`src/logic/rf_pkg.sv`:
```
// Purpose: Shared constants and types for the response framer.
// Assumes: One clock domain, byte-wide response stream.
// Notes: Response codes other than OK and error are local codes.
package rf_pkg;

  // Queue RAM: fixed slot per message, carved from one pool
  localparam int SLOT_BYTES = 22;
  localparam int SLOTS = 4;
  localparam int MEM_BYTES = SLOTS * SLOT_BYTES;
  localparam logic [15:0] RAM_POOL = 16'h0800;
  localparam logic [15:0] UI_RAM_FREE = 16'(RAM_POOL - 16'(MEM_BYTES));

  // Control store
  localparam int NCTL = 8;
  localparam int CIW = 3;

  // Output buffer
  localparam int FIFO_W = 8;
  localparam int FIFO_DEPTH = 4;

  // Response type codes
  localparam logic [7:0] RSP_OK = 8'h01;
  localparam logic [7:0] RSP_ERR = 8'h02;
  localparam logic [7:0] RSP_IO_VAL = 8'h10;
  localparam logic [7:0] RSP_CTL_VAL = 8'h11;
  localparam logic [7:0] RSP_CTL_MOD = 8'h12;
  localparam logic [7:0] RSP_CONN = 8'h20;
  localparam logic [7:0] RSP_DISC = 8'h21;
  localparam logic [7:0] RSP_PAIR = 8'h22;
  localparam logic [7:0] RSP_MSGBOX = 8'h23;

  // Response lengths, length byte included
  localparam logic [4:0] LEN_BASE = 5'h02;
  localparam logic [4:0] LEN_ONE = 5'h03;
  localparam logic [4:0] LEN_AN = 5'h04;
  localparam logic [4:0] LEN_MOD = 5'h04;
  localparam logic [4:0] LEN_LATCH = 5'h05;
  localparam logic [4:0] LEN_INT = 5'h08;
  localparam logic [4:0] HDR_ID = 5'h04;
  localparam logic [4:0] HDR_NOID = 5'h02;

  localparam logic [31:0] AN_MASK = 32'h0000_03ff;
  localparam logic [31:0] BIT_MASK = 32'h0000_0001;
  localparam logic [31:0] BYTE_MASK = 32'h0000_00ff;

  typedef enum logic [3:0] {
    K_OK = 4'h0,
    K_ERR = 4'h1,
    K_IO_AN = 4'h2,
    K_IO_DIG = 4'h3,
    K_CTL_VAL = 4'h4,
    K_CONN = 4'h5,
    K_DISC = 4'h6,
    K_PAIR = 4'h7,
    K_MSGBOX = 4'h8
  } rf_kind_t;

  typedef enum logic [1:0] {
    C_LATCH = 2'h0,
    C_LIST = 2'h1,
    C_NUMBER = 2'h2
  } rf_ctl_t;

  typedef enum logic [0:0] {
    B_IDLE = 1'b0,
    B_BUILD = 1'b1
  } rf_bstate_t;

endpackage

```
`src/logic/rf_fifo.sv`:
```
// Purpose: Small valid/ready FIFO between framer and serial side.
// Assumes: Single clock, DEPTH a power of two.
// Notes: Full and empty come from one occupancy counter.
module rf_fifo #(
  parameter int W = 8,
  parameter int DEPTH = 4
) (
  input wire logic clk_sys, // System clock
  input wire logic rst_n, // Async reset, active low
  input wire logic in_valid, // Write request
  output logic in_ready, // Space available
  input wire logic [W-1:0] in_data, // Write data
  output logic out_valid, // Data available
  input wire logic out_ready, // Read accept
  output logic [W-1:0] out_data // Head word
);
  localparam int AW = $clog2(DEPTH);

  logic [W-1:0] mem_ff [0:DEPTH-1];
  logic [AW-1:0] wr_ptr_ff;
  logic [AW-1:0] rd_ptr_ff;
  logic [AW:0] cnt_ff;
  logic do_wr;
  logic do_rd;

  assign in_ready = (cnt_ff != (AW+1)'(DEPTH));
  assign out_valid = (cnt_ff != '0);
  assign out_data = mem_ff[rd_ptr_ff];
  assign do_wr = in_valid && in_ready;
  assign do_rd = out_valid && out_ready;

  always_ff @(posedge clk_sys) begin
    if (do_wr) begin
      mem_ff[wr_ptr_ff] <= in_data;
    end
  end

  always_ff @(posedge clk_sys or negedge rst_n) begin
    if (!rst_n) begin
      wr_ptr_ff <= '0;
      rd_ptr_ff <= '0;
      cnt_ff <= '0;
    end else begin
      if (do_wr) begin
        wr_ptr_ff <= wr_ptr_ff + 1'b1;
      end
      if (do_rd) begin
        rd_ptr_ff <= rd_ptr_ff + 1'b1;
      end
      if (do_wr && !do_rd) begin
        cnt_ff <= cnt_ff + 1'b1;
      end else if (do_rd && !do_wr) begin
        cnt_ff <= cnt_ff - 1'b1;
      end
    end
  end
endmodule

```
`src/logic/rf_framer.sv`:
```
// Purpose: Builds server response messages, queues them, streams bytes.
// Assumes: Events arrive as valid/ready requests; serial side pulls bytes.
// Notes: Integers go out most significant byte first.
//
// Contract
// - Data indication high while responses wait
// - First byte equals total response length
// - Second byte carries the response type
// - Plain completion answers with OK code
// - Analog reply: ten-bit value, two bytes
// - Digital reply: single byte, zero or one
// - Control id in bytes three and four
// - Modified notice ends after control id
// - Latch value reply carries one byte
// - List value reply carries four bytes
// - Number value reply carries four bytes
// - Fixed slot per message; UI RAM remainder
// - Connect, disconnect, pairing get own responses
// - Remote control change raises unsolicited notice
// - Message-box answers only for newer clients
// - Host updates accepted regardless of link
// - Control states survive a link drop
// - Locked controls: host writes, remote refused
module rf_framer (
  input wire logic clk_sys, // System clock
  input wire logic rst_n, // Async reset, active low
  input wire logic ev_valid, // Response request
  input wire logic [3:0] ev_kind, // Request kind
  input wire logic [15:0] ev_id, // Control id
  input wire logic [31:0] ev_value, // Value or code
  output logic ev_ready_ff, // Request may be taken
  input wire logic hset_valid, // Host control update
  input wire logic [15:0] hset_id, // Host control id
  input wire logic [31:0] hset_value, // Host new value
  input wire logic [1:0] hset_type, // Control type
  input wire logic hset_lock, // Remote may not modify
  input wire logic rset_valid, // Remote control update
  input wire logic [15:0] rset_id, // Remote control id
  input wire logic [31:0] rset_value, // Remote new value
  output logic rset_ready_ff, // Remote update may be taken
  input wire logic client_v3, // Client speaks newer protocol
  output logic [7:0] tx_data, // Response byte
  output logic tx_valid, // Response byte present
  input wire logic tx_ready, // Serial side takes byte
  output logic data_ind_ff, // Response waiting
  output logic busy_ff, // Cannot take requests
  output logic link_up_ff, // Remote client connected
  output logic [15:0] ui_ram_free_ff // RAM left for UI data
);

  ////////////////////////////////////////////////////////////////////////////
  // Declarations

  localparam int QW = $clog2(rf_pkg::SLOTS);
  localparam int MAW = $clog2(rf_pkg::MEM_BYTES);
  localparam int CIW_T = rf_pkg::CIW;

  logic [7:0] qmem [0:rf_pkg::MEM_BYTES-1];
  logic [31:0] ctl_val_ff [0:rf_pkg::NCTL-1];
  logic [1:0] ctl_typ_ff [0:rf_pkg::NCTL-1];
  logic ctl_lock_ff [0:rf_pkg::NCTL-1];

  rf_pkg::rf_bstate_t bst_ff;
  rf_pkg::rf_bstate_t nxt_bst;
  logic [4:0] bld_idx_ff;
  logic [4:0] bld_len_ff;
  logic [7:0] bld_type_ff;
  logic bld_hid_ff;
  logic [15:0] bld_id_ff;
  logic [31:0] bld_val_ff;
  logic [QW-1:0] tail_ff;
  logic [QW-1:0] head_ff;
  logic [QW:0] q_cnt_ff;
  logic [QW:0] nxt_q_cnt;
  logic [4:0] snd_idx_ff;

  logic rem_go;
  logic rem_ok;
  logic ev_go;
  logic c_start;
  logic [4:0] c_len;
  logic [7:0] c_type;
  logic c_hid;
  logic [15:0] c_id;
  logic [31:0] c_val;
  logic commit;
  logic [7:0] wr_byte;
  logic [MAW-1:0] wr_addr;
  logic [MAW-1:0] rd_base;
  logic [7:0] rd_byte;
  logic [7:0] rd_len;
  logic push;
  logic pop;
  logic f_in_ready;
  logic [CIW_T-1:0] ev_ci;

  ////////////////////////////////////////////////////////////////////////////
  // Helpers

  function automatic logic [MAW-1:0] slot_base(input logic [QW-1:0] s);
    slot_base = MAW'({{(MAW-QW){1'b0}}, s} * MAW'(rf_pkg::SLOT_BYTES));
  endfunction

  // Header bytes first, then value bytes most significant first
  function automatic logic [7:0] byte_at(input logic [4:0] idx, input logic [4:0] len,
                                         input logic [7:0] typ, input logic hid,
                                         input logic [15:0] id, input logic [31:0] val);
    logic [4:0] k;
    k = len - idx - 5'h01;
    if (idx == 5'h00) begin
      byte_at = {3'h0, len};
    end else if (idx == 5'h01) begin
      byte_at = typ;
    end else if (hid && idx == 5'h02) begin
      byte_at = id[15:8];
    end else if (hid && idx == 5'h03) begin
      byte_at = id[7:0];
    end else begin
      byte_at = val[{k[1:0], 3'h0} +: 8];
    end
  endfunction

  ////////////////////////////////////////////////////////////////////////////
  // Request decode

  assign ev_ci = ev_id[CIW_T-1:0];
  assign rem_go = rset_valid && rset_ready_ff;
  assign ev_go = ev_valid && ev_ready_ff && !rset_valid;

  assign rem_ok = rem_go && !ctl_lock_ff[rset_id[CIW_T-1:0]];

  always_comb begin
    c_start = 1'b0;
    c_len = rf_pkg::LEN_BASE;
    c_type = rf_pkg::RSP_OK;
    c_hid = 1'b0;
    c_id = ev_id;
    c_val = ev_value;
    if (rem_ok) begin
      c_start = 1'b1;
      c_len = rf_pkg::LEN_MOD;
      c_type = rf_pkg::RSP_CTL_MOD;
      c_hid = 1'b1;
      c_id = rset_id;
    end else if (ev_go) begin
      c_start = 1'b1;
      case (rf_pkg::rf_kind_t'(ev_kind))
        rf_pkg::K_OK: c_type = rf_pkg::RSP_OK;
        rf_pkg::K_ERR: begin
          c_len = rf_pkg::LEN_ONE;
          c_type = rf_pkg::RSP_ERR;
          c_val = ev_value & rf_pkg::BYTE_MASK;
        end
        rf_pkg::K_IO_AN: begin
          c_len = rf_pkg::LEN_AN;
          c_type = rf_pkg::RSP_IO_VAL;
          c_val = ev_value & rf_pkg::AN_MASK;
        end
        rf_pkg::K_IO_DIG: begin
          c_len = rf_pkg::LEN_ONE;
          c_type = rf_pkg::RSP_IO_VAL;
          c_val = ev_value & rf_pkg::BIT_MASK;
        end
        rf_pkg::K_CTL_VAL: begin
          c_type = rf_pkg::RSP_CTL_VAL;
          c_hid = 1'b1;
          c_val = ctl_val_ff[ev_ci];
          case (rf_pkg::rf_ctl_t'(ctl_typ_ff[ev_ci]))
            rf_pkg::C_LATCH: begin
              c_len = rf_pkg::LEN_LATCH;
              c_val = ctl_val_ff[ev_ci] & rf_pkg::BIT_MASK;
            end
            default: c_len = rf_pkg::LEN_INT;
          endcase
        end
        rf_pkg::K_CONN: c_type = rf_pkg::RSP_CONN;
        rf_pkg::K_DISC: c_type = rf_pkg::RSP_DISC;
        rf_pkg::K_PAIR: c_type = rf_pkg::RSP_PAIR;
        rf_pkg::K_MSGBOX: begin
          c_start = client_v3;
          c_len = rf_pkg::LEN_ONE;
          c_type = rf_pkg::RSP_MSGBOX;
          c_val = ev_value & rf_pkg::BYTE_MASK;
        end
        // Unknown kinds are swallowed rather than framed as garbage
        default: c_start = 1'b0;
      endcase
    end
  end

  ////////////////////////////////////////////////////////////////////////////
  // Builder: writes one byte per cycle into the tail slot

  assign commit = (bst_ff == rf_pkg::B_BUILD) && (bld_idx_ff == bld_len_ff - 5'h01);
  assign wr_addr = slot_base(tail_ff) + MAW'(bld_idx_ff);
  assign wr_byte = byte_at(bld_idx_ff, bld_len_ff, bld_type_ff, bld_hid_ff, bld_id_ff, bld_val_ff);

  always_comb begin
    case (bst_ff)
      rf_pkg::B_IDLE: nxt_bst = c_start ? rf_pkg::B_BUILD : rf_pkg::B_IDLE;
      rf_pkg::B_BUILD: nxt_bst = commit ? rf_pkg::B_IDLE : rf_pkg::B_BUILD;
      default: nxt_bst = rf_pkg::B_IDLE;
    endcase
  end

  always_ff @(posedge clk_sys or negedge rst_n) begin
    if (!rst_n) begin
      bst_ff <= rf_pkg::B_IDLE;
      bld_idx_ff <= 5'h00;
      bld_len_ff <= rf_pkg::LEN_BASE;
      bld_type_ff <= 8'h00;
      bld_hid_ff <= 1'b0;
      bld_id_ff <= 16'h0000;
      bld_val_ff <= 32'h0000_0000;
      tail_ff <= '0;
    end else begin
      bst_ff <= nxt_bst;
      if (bst_ff == rf_pkg::B_IDLE && c_start) begin
        bld_idx_ff <= 5'h00;
        bld_len_ff <= c_len;
        bld_type_ff <= c_type;
        bld_hid_ff <= c_hid;
        bld_id_ff <= c_id;
        bld_val_ff <= c_val;
      end else if (bst_ff == rf_pkg::B_BUILD) begin
        bld_idx_ff <= bld_idx_ff + 5'h01;
      end
      if (commit) begin
        tail_ff <= tail_ff + 1'b1;
      end
    end
  end

  always_ff @(posedge clk_sys) begin
    if (bst_ff == rf_pkg::B_BUILD) begin
      qmem[wr_addr] <= wr_byte;
    end
  end

  ////////////////////////////////////////////////////////////////////////////
  // Sender: streams the head slot into the output FIFO

  assign rd_base = slot_base(head_ff);
  assign rd_byte = qmem[rd_base + MAW'(snd_idx_ff)];
  assign rd_len = qmem[rd_base];
  assign push = (q_cnt_ff != '0) && f_in_ready;
  assign pop = push && ({3'h0, snd_idx_ff} + 8'h01 == rd_len);

  always_ff @(posedge clk_sys or negedge rst_n) begin
    if (!rst_n) begin
      head_ff <= '0;
      snd_idx_ff <= 5'h00;
    end else if (pop) begin
      head_ff <= head_ff + 1'b1;
      snd_idx_ff <= 5'h00;
    end else if (push) begin
      snd_idx_ff <= snd_idx_ff + 5'h01;
    end
  end

  // Output FIFO stalls the sender when the serial side is slow
  rf_fifo #(
    .W(rf_pkg::FIFO_W),
    .DEPTH(rf_pkg::FIFO_DEPTH)
  ) u_fifo (
    .clk_sys(clk_sys),
    .rst_n(rst_n),
    .in_valid(q_cnt_ff != '0),
    .in_ready(f_in_ready),
    .in_data(rd_byte),
    .out_valid(tx_valid),
    .out_ready(tx_ready),
    .out_data(tx_data)
  );

  ////////////////////////////////////////////////////////////////////////////
  // Queue occupancy and handshake flags

  always_comb begin
    nxt_q_cnt = q_cnt_ff;
    if (commit && !pop) begin
      nxt_q_cnt = q_cnt_ff + 1'b1;
    end else if (pop && !commit) begin
      nxt_q_cnt = q_cnt_ff - 1'b1;
    end
  end

  always_ff @(posedge clk_sys or negedge rst_n) begin
    if (!rst_n) begin
      q_cnt_ff <= '0;
      ev_ready_ff <= 1'b0;
      rset_ready_ff <= 1'b0;
      busy_ff <= 1'b1;
      data_ind_ff <= 1'b0;
    end else begin
      q_cnt_ff <= nxt_q_cnt;
      ev_ready_ff <= (nxt_bst == rf_pkg::B_IDLE) && (nxt_q_cnt != (QW+1)'(rf_pkg::SLOTS));
      rset_ready_ff <= (nxt_bst == rf_pkg::B_IDLE) && (nxt_q_cnt != (QW+1)'(rf_pkg::SLOTS));
      busy_ff <= !((nxt_bst == rf_pkg::B_IDLE) && (nxt_q_cnt != (QW+1)'(rf_pkg::SLOTS)));
      data_ind_ff <= (nxt_q_cnt != '0) || tx_valid || push;
    end
  end

  always_ff @(posedge clk_sys or negedge rst_n) begin
    if (!rst_n) begin
      ui_ram_free_ff <= rf_pkg::UI_RAM_FREE;
    end else begin
      ui_ram_free_ff <= rf_pkg::UI_RAM_FREE;
    end
  end

  ////////////////////////////////////////////////////////////////////////////
  // Link state and control store

  always_ff @(posedge clk_sys or negedge rst_n) begin
    if (!rst_n) begin
      link_up_ff <= 1'b0;
    end else if (ev_go && ev_kind == rf_pkg::K_CONN) begin
      link_up_ff <= 1'b1;
    end else if (ev_go && ev_kind == rf_pkg::K_DISC) begin
      link_up_ff <= 1'b0;
    end
  end

  for (genvar g = 0; g < rf_pkg::NCTL; g++) begin : g_ctl
    always_ff @(posedge clk_sys or negedge rst_n) begin
      if (!rst_n) begin
        ctl_val_ff[g] <= 32'h0000_0000;
        ctl_typ_ff[g] <= rf_pkg::C_LATCH;
        ctl_lock_ff[g] <= 1'b0;
      end else if (hset_valid && hset_id[CIW_T-1:0] == CIW_T'(g)) begin
        ctl_val_ff[g] <= hset_value;
        ctl_typ_ff[g] <= hset_type;
        ctl_lock_ff[g] <= hset_lock;
      end else if (rem_ok && rset_id[CIW_T-1:0] == CIW_T'(g)) begin
        ctl_val_ff[g] <= rset_value;
      end
    end
  end

  ////////////////////////////////////////////////////////////////////////////
  // Checks

  a_ind_when_queued: assert property (@(posedge clk_sys) disable iff (!rst_n)
    (q_cnt_ff != '0) |-> data_ind_ff) else $error("queued response without indication");

  a_len_first_byte: assert property (@(posedge clk_sys) disable iff (!rst_n)
    (bst_ff == rf_pkg::B_IDLE && c_start) |=> (wr_byte == {3'h0, bld_len_ff})) else
    $error("first byte is not the length");

  a_type_second: assert property (@(posedge clk_sys) disable iff (!rst_n)
    (bst_ff == rf_pkg::B_IDLE && c_start) |=> ##1 (wr_byte == bld_type_ff && bld_idx_ff == 5'h01)) else
    $error("second byte is not the type");

  a_ok_code: assert property (@(posedge clk_sys) disable iff (!rst_n)
    (ev_go && ev_kind == rf_pkg::K_OK && !rset_valid) |=> (bld_type_ff == rf_pkg::RSP_OK
    && bld_len_ff == rf_pkg::LEN_BASE)) else $error("completion not answered with OK");

  a_analog_len: assert property (@(posedge clk_sys) disable iff (!rst_n)
    (ev_go && ev_kind == rf_pkg::K_IO_AN) |=> (bld_len_ff == 5'h04 && bld_val_ff[31:10] == '0)) else
    $error("analog reply malformed");

  a_digital_len: assert property (@(posedge clk_sys) disable iff (!rst_n)
    (ev_go && ev_kind == rf_pkg::K_IO_DIG) |=> (bld_len_ff == 5'h03 && bld_val_ff[31:1] == '0)) else
    $error("digital reply malformed");

  a_mod_no_value: assert property (@(posedge clk_sys) disable iff (!rst_n)
    rem_ok |=> (bld_len_ff == 5'h04 && bld_hid_ff && bld_type_ff == rf_pkg::RSP_CTL_MOD)) else
    $error("modified notice carries value bytes");

  a_locked_refused: assert property (@(posedge clk_sys) disable iff (!rst_n)
    (rem_go && !rem_ok && !ev_valid) |=> (bst_ff == rf_pkg::B_IDLE)) else
    $error("locked control change produced a notice");

  a_msgbox_gate: assert property (@(posedge clk_sys) disable iff (!rst_n)
    (ev_go && ev_kind == rf_pkg::K_MSGBOX && !client_v3) |=> (bst_ff == rf_pkg::B_IDLE)) else
    $error("message-box answer sent to older client");

  a_queue_bound: assert property (@(posedge clk_sys) disable iff (!rst_n)
    (q_cnt_ff == (QW+1)'(rf_pkg::SLOTS)) |-> !ev_ready_ff && !rset_ready_ff) else
    $error("request accepted with queue full");

endmodule

```
`config.mk`:
```
export PLATFORM = sky130hd
export DESIGN_NAME = rf_framer
export DESIGN_NICKNAME = d
export VERILOG_FILES = /design/src/logic/rf_pkg.sv /design/src/logic/rf_fifo.sv /design/src/logic/rf_framer.sv
export SDC_FILE = /design/constraint.sdc
export NUM_CORES = 1
export LEC_CHECK = 0
export CAP_MARGIN = 20
export CORE_ASPECT_RATIO = 1.5
export CORE_MARGIN = 2
export CORE_UTILIZATION = 52
export DETAILED_ROUTE_END_ITERATION = 10
export DONT_BUFFER_PORTS = 1
export GPL_TIMING_DRIVEN = 0
export PLACE_DENSITY = 0.65
export SYNTH_ARGS = -nofsm -noshare
export SYNTH_HDL_FRONTEND = slang
export SYNTH_SLANG_ARGS = --single-unit
```
`constraint.sdc`:
```
create_clock -name clk_sys -period 22 [get_ports clk_sys]
set_input_delay 2.2 -clock clk_sys [delete_from_list [all_inputs] [get_ports clk_sys]]
set_output_delay 2.2 -clock clk_sys [all_outputs]
set_load 0.1 [all_outputs]
```
==> summary.txt <==
Die
  • Die width: between 200 and 300 µm
  • FP Rows: 139
  • Die area: 0.0994 mm²
  • Starting Density: a little over half
  • Die height: 385 µm
  • Core Footprint: ~0.096 mm²
  • Boundary pin count: 188

Synthesis
  • Synth Instances: 3387
  • Ys Warns: 0
  • Syn Std Cell Area: 0.0504 mm²
  • Synth top area cells: edfxtp_1 (44%), dfrtp_1 (18%), mux4_2 (15%), mux2i_1 (7.2%), a21oi_1 (3.2%)
  • Synth Register Bits: 1102
  • Seq/Total Area, Yosys: 62.1%
  • Top-area cell type share of the netlist area: 43.9%
  • Synth unique cells: 67
  • Most used DFF post-synth: edfxtp_1
  • Top-count cell post-synth: edfxtp_1
  • Synth top cells by count: edfxtp_1 (736), nor2_1 (428), dfrtp_1 (364)
  • Async set or reset register ratio after synthesis: 33.2%
  • Number of synthesized flops with an enable pin: 736
  • Syn avg cell area: 14.9 µm²
  • Area leader, netlist: edfxtp_1

Finish
  • Nets: around 3800
  • Final Cell Area: 0.0562 mm²
  • Area Growth Syn to Fin: 11.7%
  • Fin util: 58.7%
  • Layout cells sized above 1: between 10% and 20%

Power and ir drop
  • Sequential Power Share: 37.9%
  • Pleak: slightly above 20 nW
  • Sw power: roughly 0.0036 W
  • Tot Pwr: 0.00927 W
  • Switching part of the total: 38.5%
  • Part of the power in combinational logic: 42.6%
  • Worst vdd ir: 0.147 mV
  • PwrDens: approximately 160 mW/mm²
  • Pint: 0.00570 W
  • Clock power frac: between 10% and 20%

Timing
  • Clock Skews: 0.0421 ns
  • Final min period: 7.98 ns
  • Setup ws final: 14.02 ns
  • Final Hold Violating Endpoints: 0
  • Setup TNS: 0 ns
  • # setup viols final: 0
  • RSZ-0062 raised after global routing: no
  • Worst-Margin Slew: 1.39 ns
  • Tcrit/Tclk final: 36.3%
  • Max-slew violations: 0
  • Peak Freq: roughly 130 MHz
  • Relative slew slack: 7.55%

Drt
  • Remaining DRCs: 0
  • TritonRoute pass-1 iters: 8
  • Avg Vias per Cell: 6.47
  • Drt total wl: about 160000 µm
  • WL/cell: 32.7 µm
  • Final ANT Viol Nets: 0
  • DRT iter0 DRCs: about 3200
  • Via count: 31825

Worst setup path
  • CP bufs+invs: 10
  • Largest delay share family, worst path: buffers and inverters
  • WP data arrival: ~8.3 ns
  • Worst stage delay on the critical path: a little under 0.9 ns
  • CP required: 22.34 ns
  • Critical Path Fanout Max: 10
  • CP Launch Type: flop
  • Worst path slowest cell: clkbuf_1
  • Reg2Reg Setup Slack: 14.02 ns
  • Critical-path cell list: buf_2, buf_4, buf_4, buf_4, inv_1, ha_1, fa_1, clkbuf_1, clkbuf_1, clkbuf_1, buf_6, buf_1, mux4_2, o21ai_0, o21ai_0
  • Crit end category: flop
  • CP Class: reg -> reg

Status
  • Outcome: complete, no violations

CTS
  • # hold bufs at CTS: 0
  • Post-CTS setup buffer count: 0
  • CTS-repair resized insts: 0
  • Clock Sinks: roughly 1100
  • Clock Latency Late Sink: approximately 0.74 ns
  • CTS clk-pin slew, worst paths: approximately 0.080 ns
  • H-tree levels: 3
  • CTS tree: done
  • Clk buf depth: 3
  • CTS buffer count: ~100
  • Root buf cell: clkbuf_16

GRT
  • Pin count of the biggest net entering global routing: 367
  • Remaining Overflow, GRT: 0
  • Vias in the first global route: 33309
  • Gr usage total: about 33%
  • Initial antenna violation count: 9
  • First-pass GRT wire length: around 230000 µm

Placed design
  • Final HPWL DP: about 120000 µm
  • Post-placement setup slack: 14.13 ns
  • Area after DPL: 0.0528 mm²
  • Port Buffer Count: 0
  • GPL Wtd Cong: 1.04

Min path
  • Hold Path Class: reg -> reg

Job
  • Max-Cap Viols: 0
## layout make-up
type / instances / area [µm²]
Tap cell: 1269 / 1590
Inverter: 28 / 105
Clock buffer: 125 / 2680
Multi-Input combinational cell: 1965 / 17800
Fill cell: 7433 / 39600
Sequential cell: 1102 / 31300
Timing Repair Buffer: 57 / 787
Antenna cell: 8 / 20.0
Clock inverter: 60 / 676
Buffer: 306 / 1280
## sequential cells by signal (all words and copies together) (netlist names), 5 cells and up
| register | count |
|---|---|
| bld_id_ff | 16 |
| snd_idx_ff | 5 |
| ctl_lock_ff | 8 |
| bld_val_ff | 32 |
| bld_idx_ff | 5 |
| u_fifo.mem_ff | 32 |
| ctl_typ_ff | 16 |
| qmem | 704 |
| ctl_val_ff | 256 |
## per-layer routing
layer	global-route usage, %	wire length, µm
met3	5.12	11600
met1	35.9	52300
met5	0	12
met4	25.2	14300
met2	57.0	82700
## worst paths after layout
check                                from  cells past startpoint                   to
setup / recovery               head_ff[0]                     15  u_fifo.mem_ff[1][6]
hold / removal             bld_val_ff[22]                      2       bld_val_ff[22]
setup reg to reg               head_ff[0]                     15  u_fifo.mem_ff[1][6]
hold reg to reg            bld_val_ff[22]                      2       bld_val_ff[22]
max in group asynchronous           rst_n                      0       ctl_val_ff[37]
min in group asynchronous           rst_n                      0       bld_val_ff[26]
## tightest hold or removal path, cell delays in order, from the launching register on
cell and delay, ns:
dfrtp_1 0.34, nand2_1 0.04, o21ai_0 0.06
## kinds of logic (layout without fill, tap and decap cells)
family / after synthesis / in the layout / share of synthesized area (%)
compound gates: 483 / 483 / 5.20
mux: 732 / 732 / 22.9
fa+ha+maj: 34 / 34 / 0.880
simple gates: 661 / 661 / 5.47
xor+xnor: 39 / 39 / 0.693
buf+inv: 334 / 576 / 2.75
flops: 1102 / 1102 / 62.1
other cells: 2 / 24 / 0.0149
## power by group through the flow
stage,registers [W],logic [W],clock network (W)
detailed placement,0.00354,0.00389,0
global route,0.00354,0.00413,0.00190
floorplan,0.00357,0.00220,0
CTS,0.00350,0.00390,0.00182
global placement,0.00367,0.00339,0
finish,0.00351,0.00395,0.00181
## stage by stage
step | cells | hold slack, ns
after floorplan | 3401 | 0.439
after global placement | 4670 | 0.465
after detailed placement | 4720 | 0.465
after CTS | 4905 | 0.479
after global routing | 4916 | 0.513
final | 4920 | 0.479
## cell usage in the layout (no fill, tap or decap), drive strengths merged, types with 5 or more instances in the layout
cell / instances
mux2i: 360
bufinv: 11
nor3b: 5
xor2: 11
mux2: 41
a211oi: 11
or3: 7
nor2b: 9
o211ai: 5
clkinvlp: 9
edfxtp: 736
inv: 31
nand3: 18
diode: 8
o21ai: 95
buf: 212
and2: 9
conb: 16
o32ai: 6
clkbuf: 276
o22ai: 6
nand3b: 5
nor2: 429
or2: 6
xnor2: 28
nor3: 32
a21o: 6
nand4b: 5
mux4: 331
ha: 29
dfrtp: 364
nand2: 117
clkinv: 37
nand2b: 11
a21oi: 323
(Power assumes the default switching activity.)
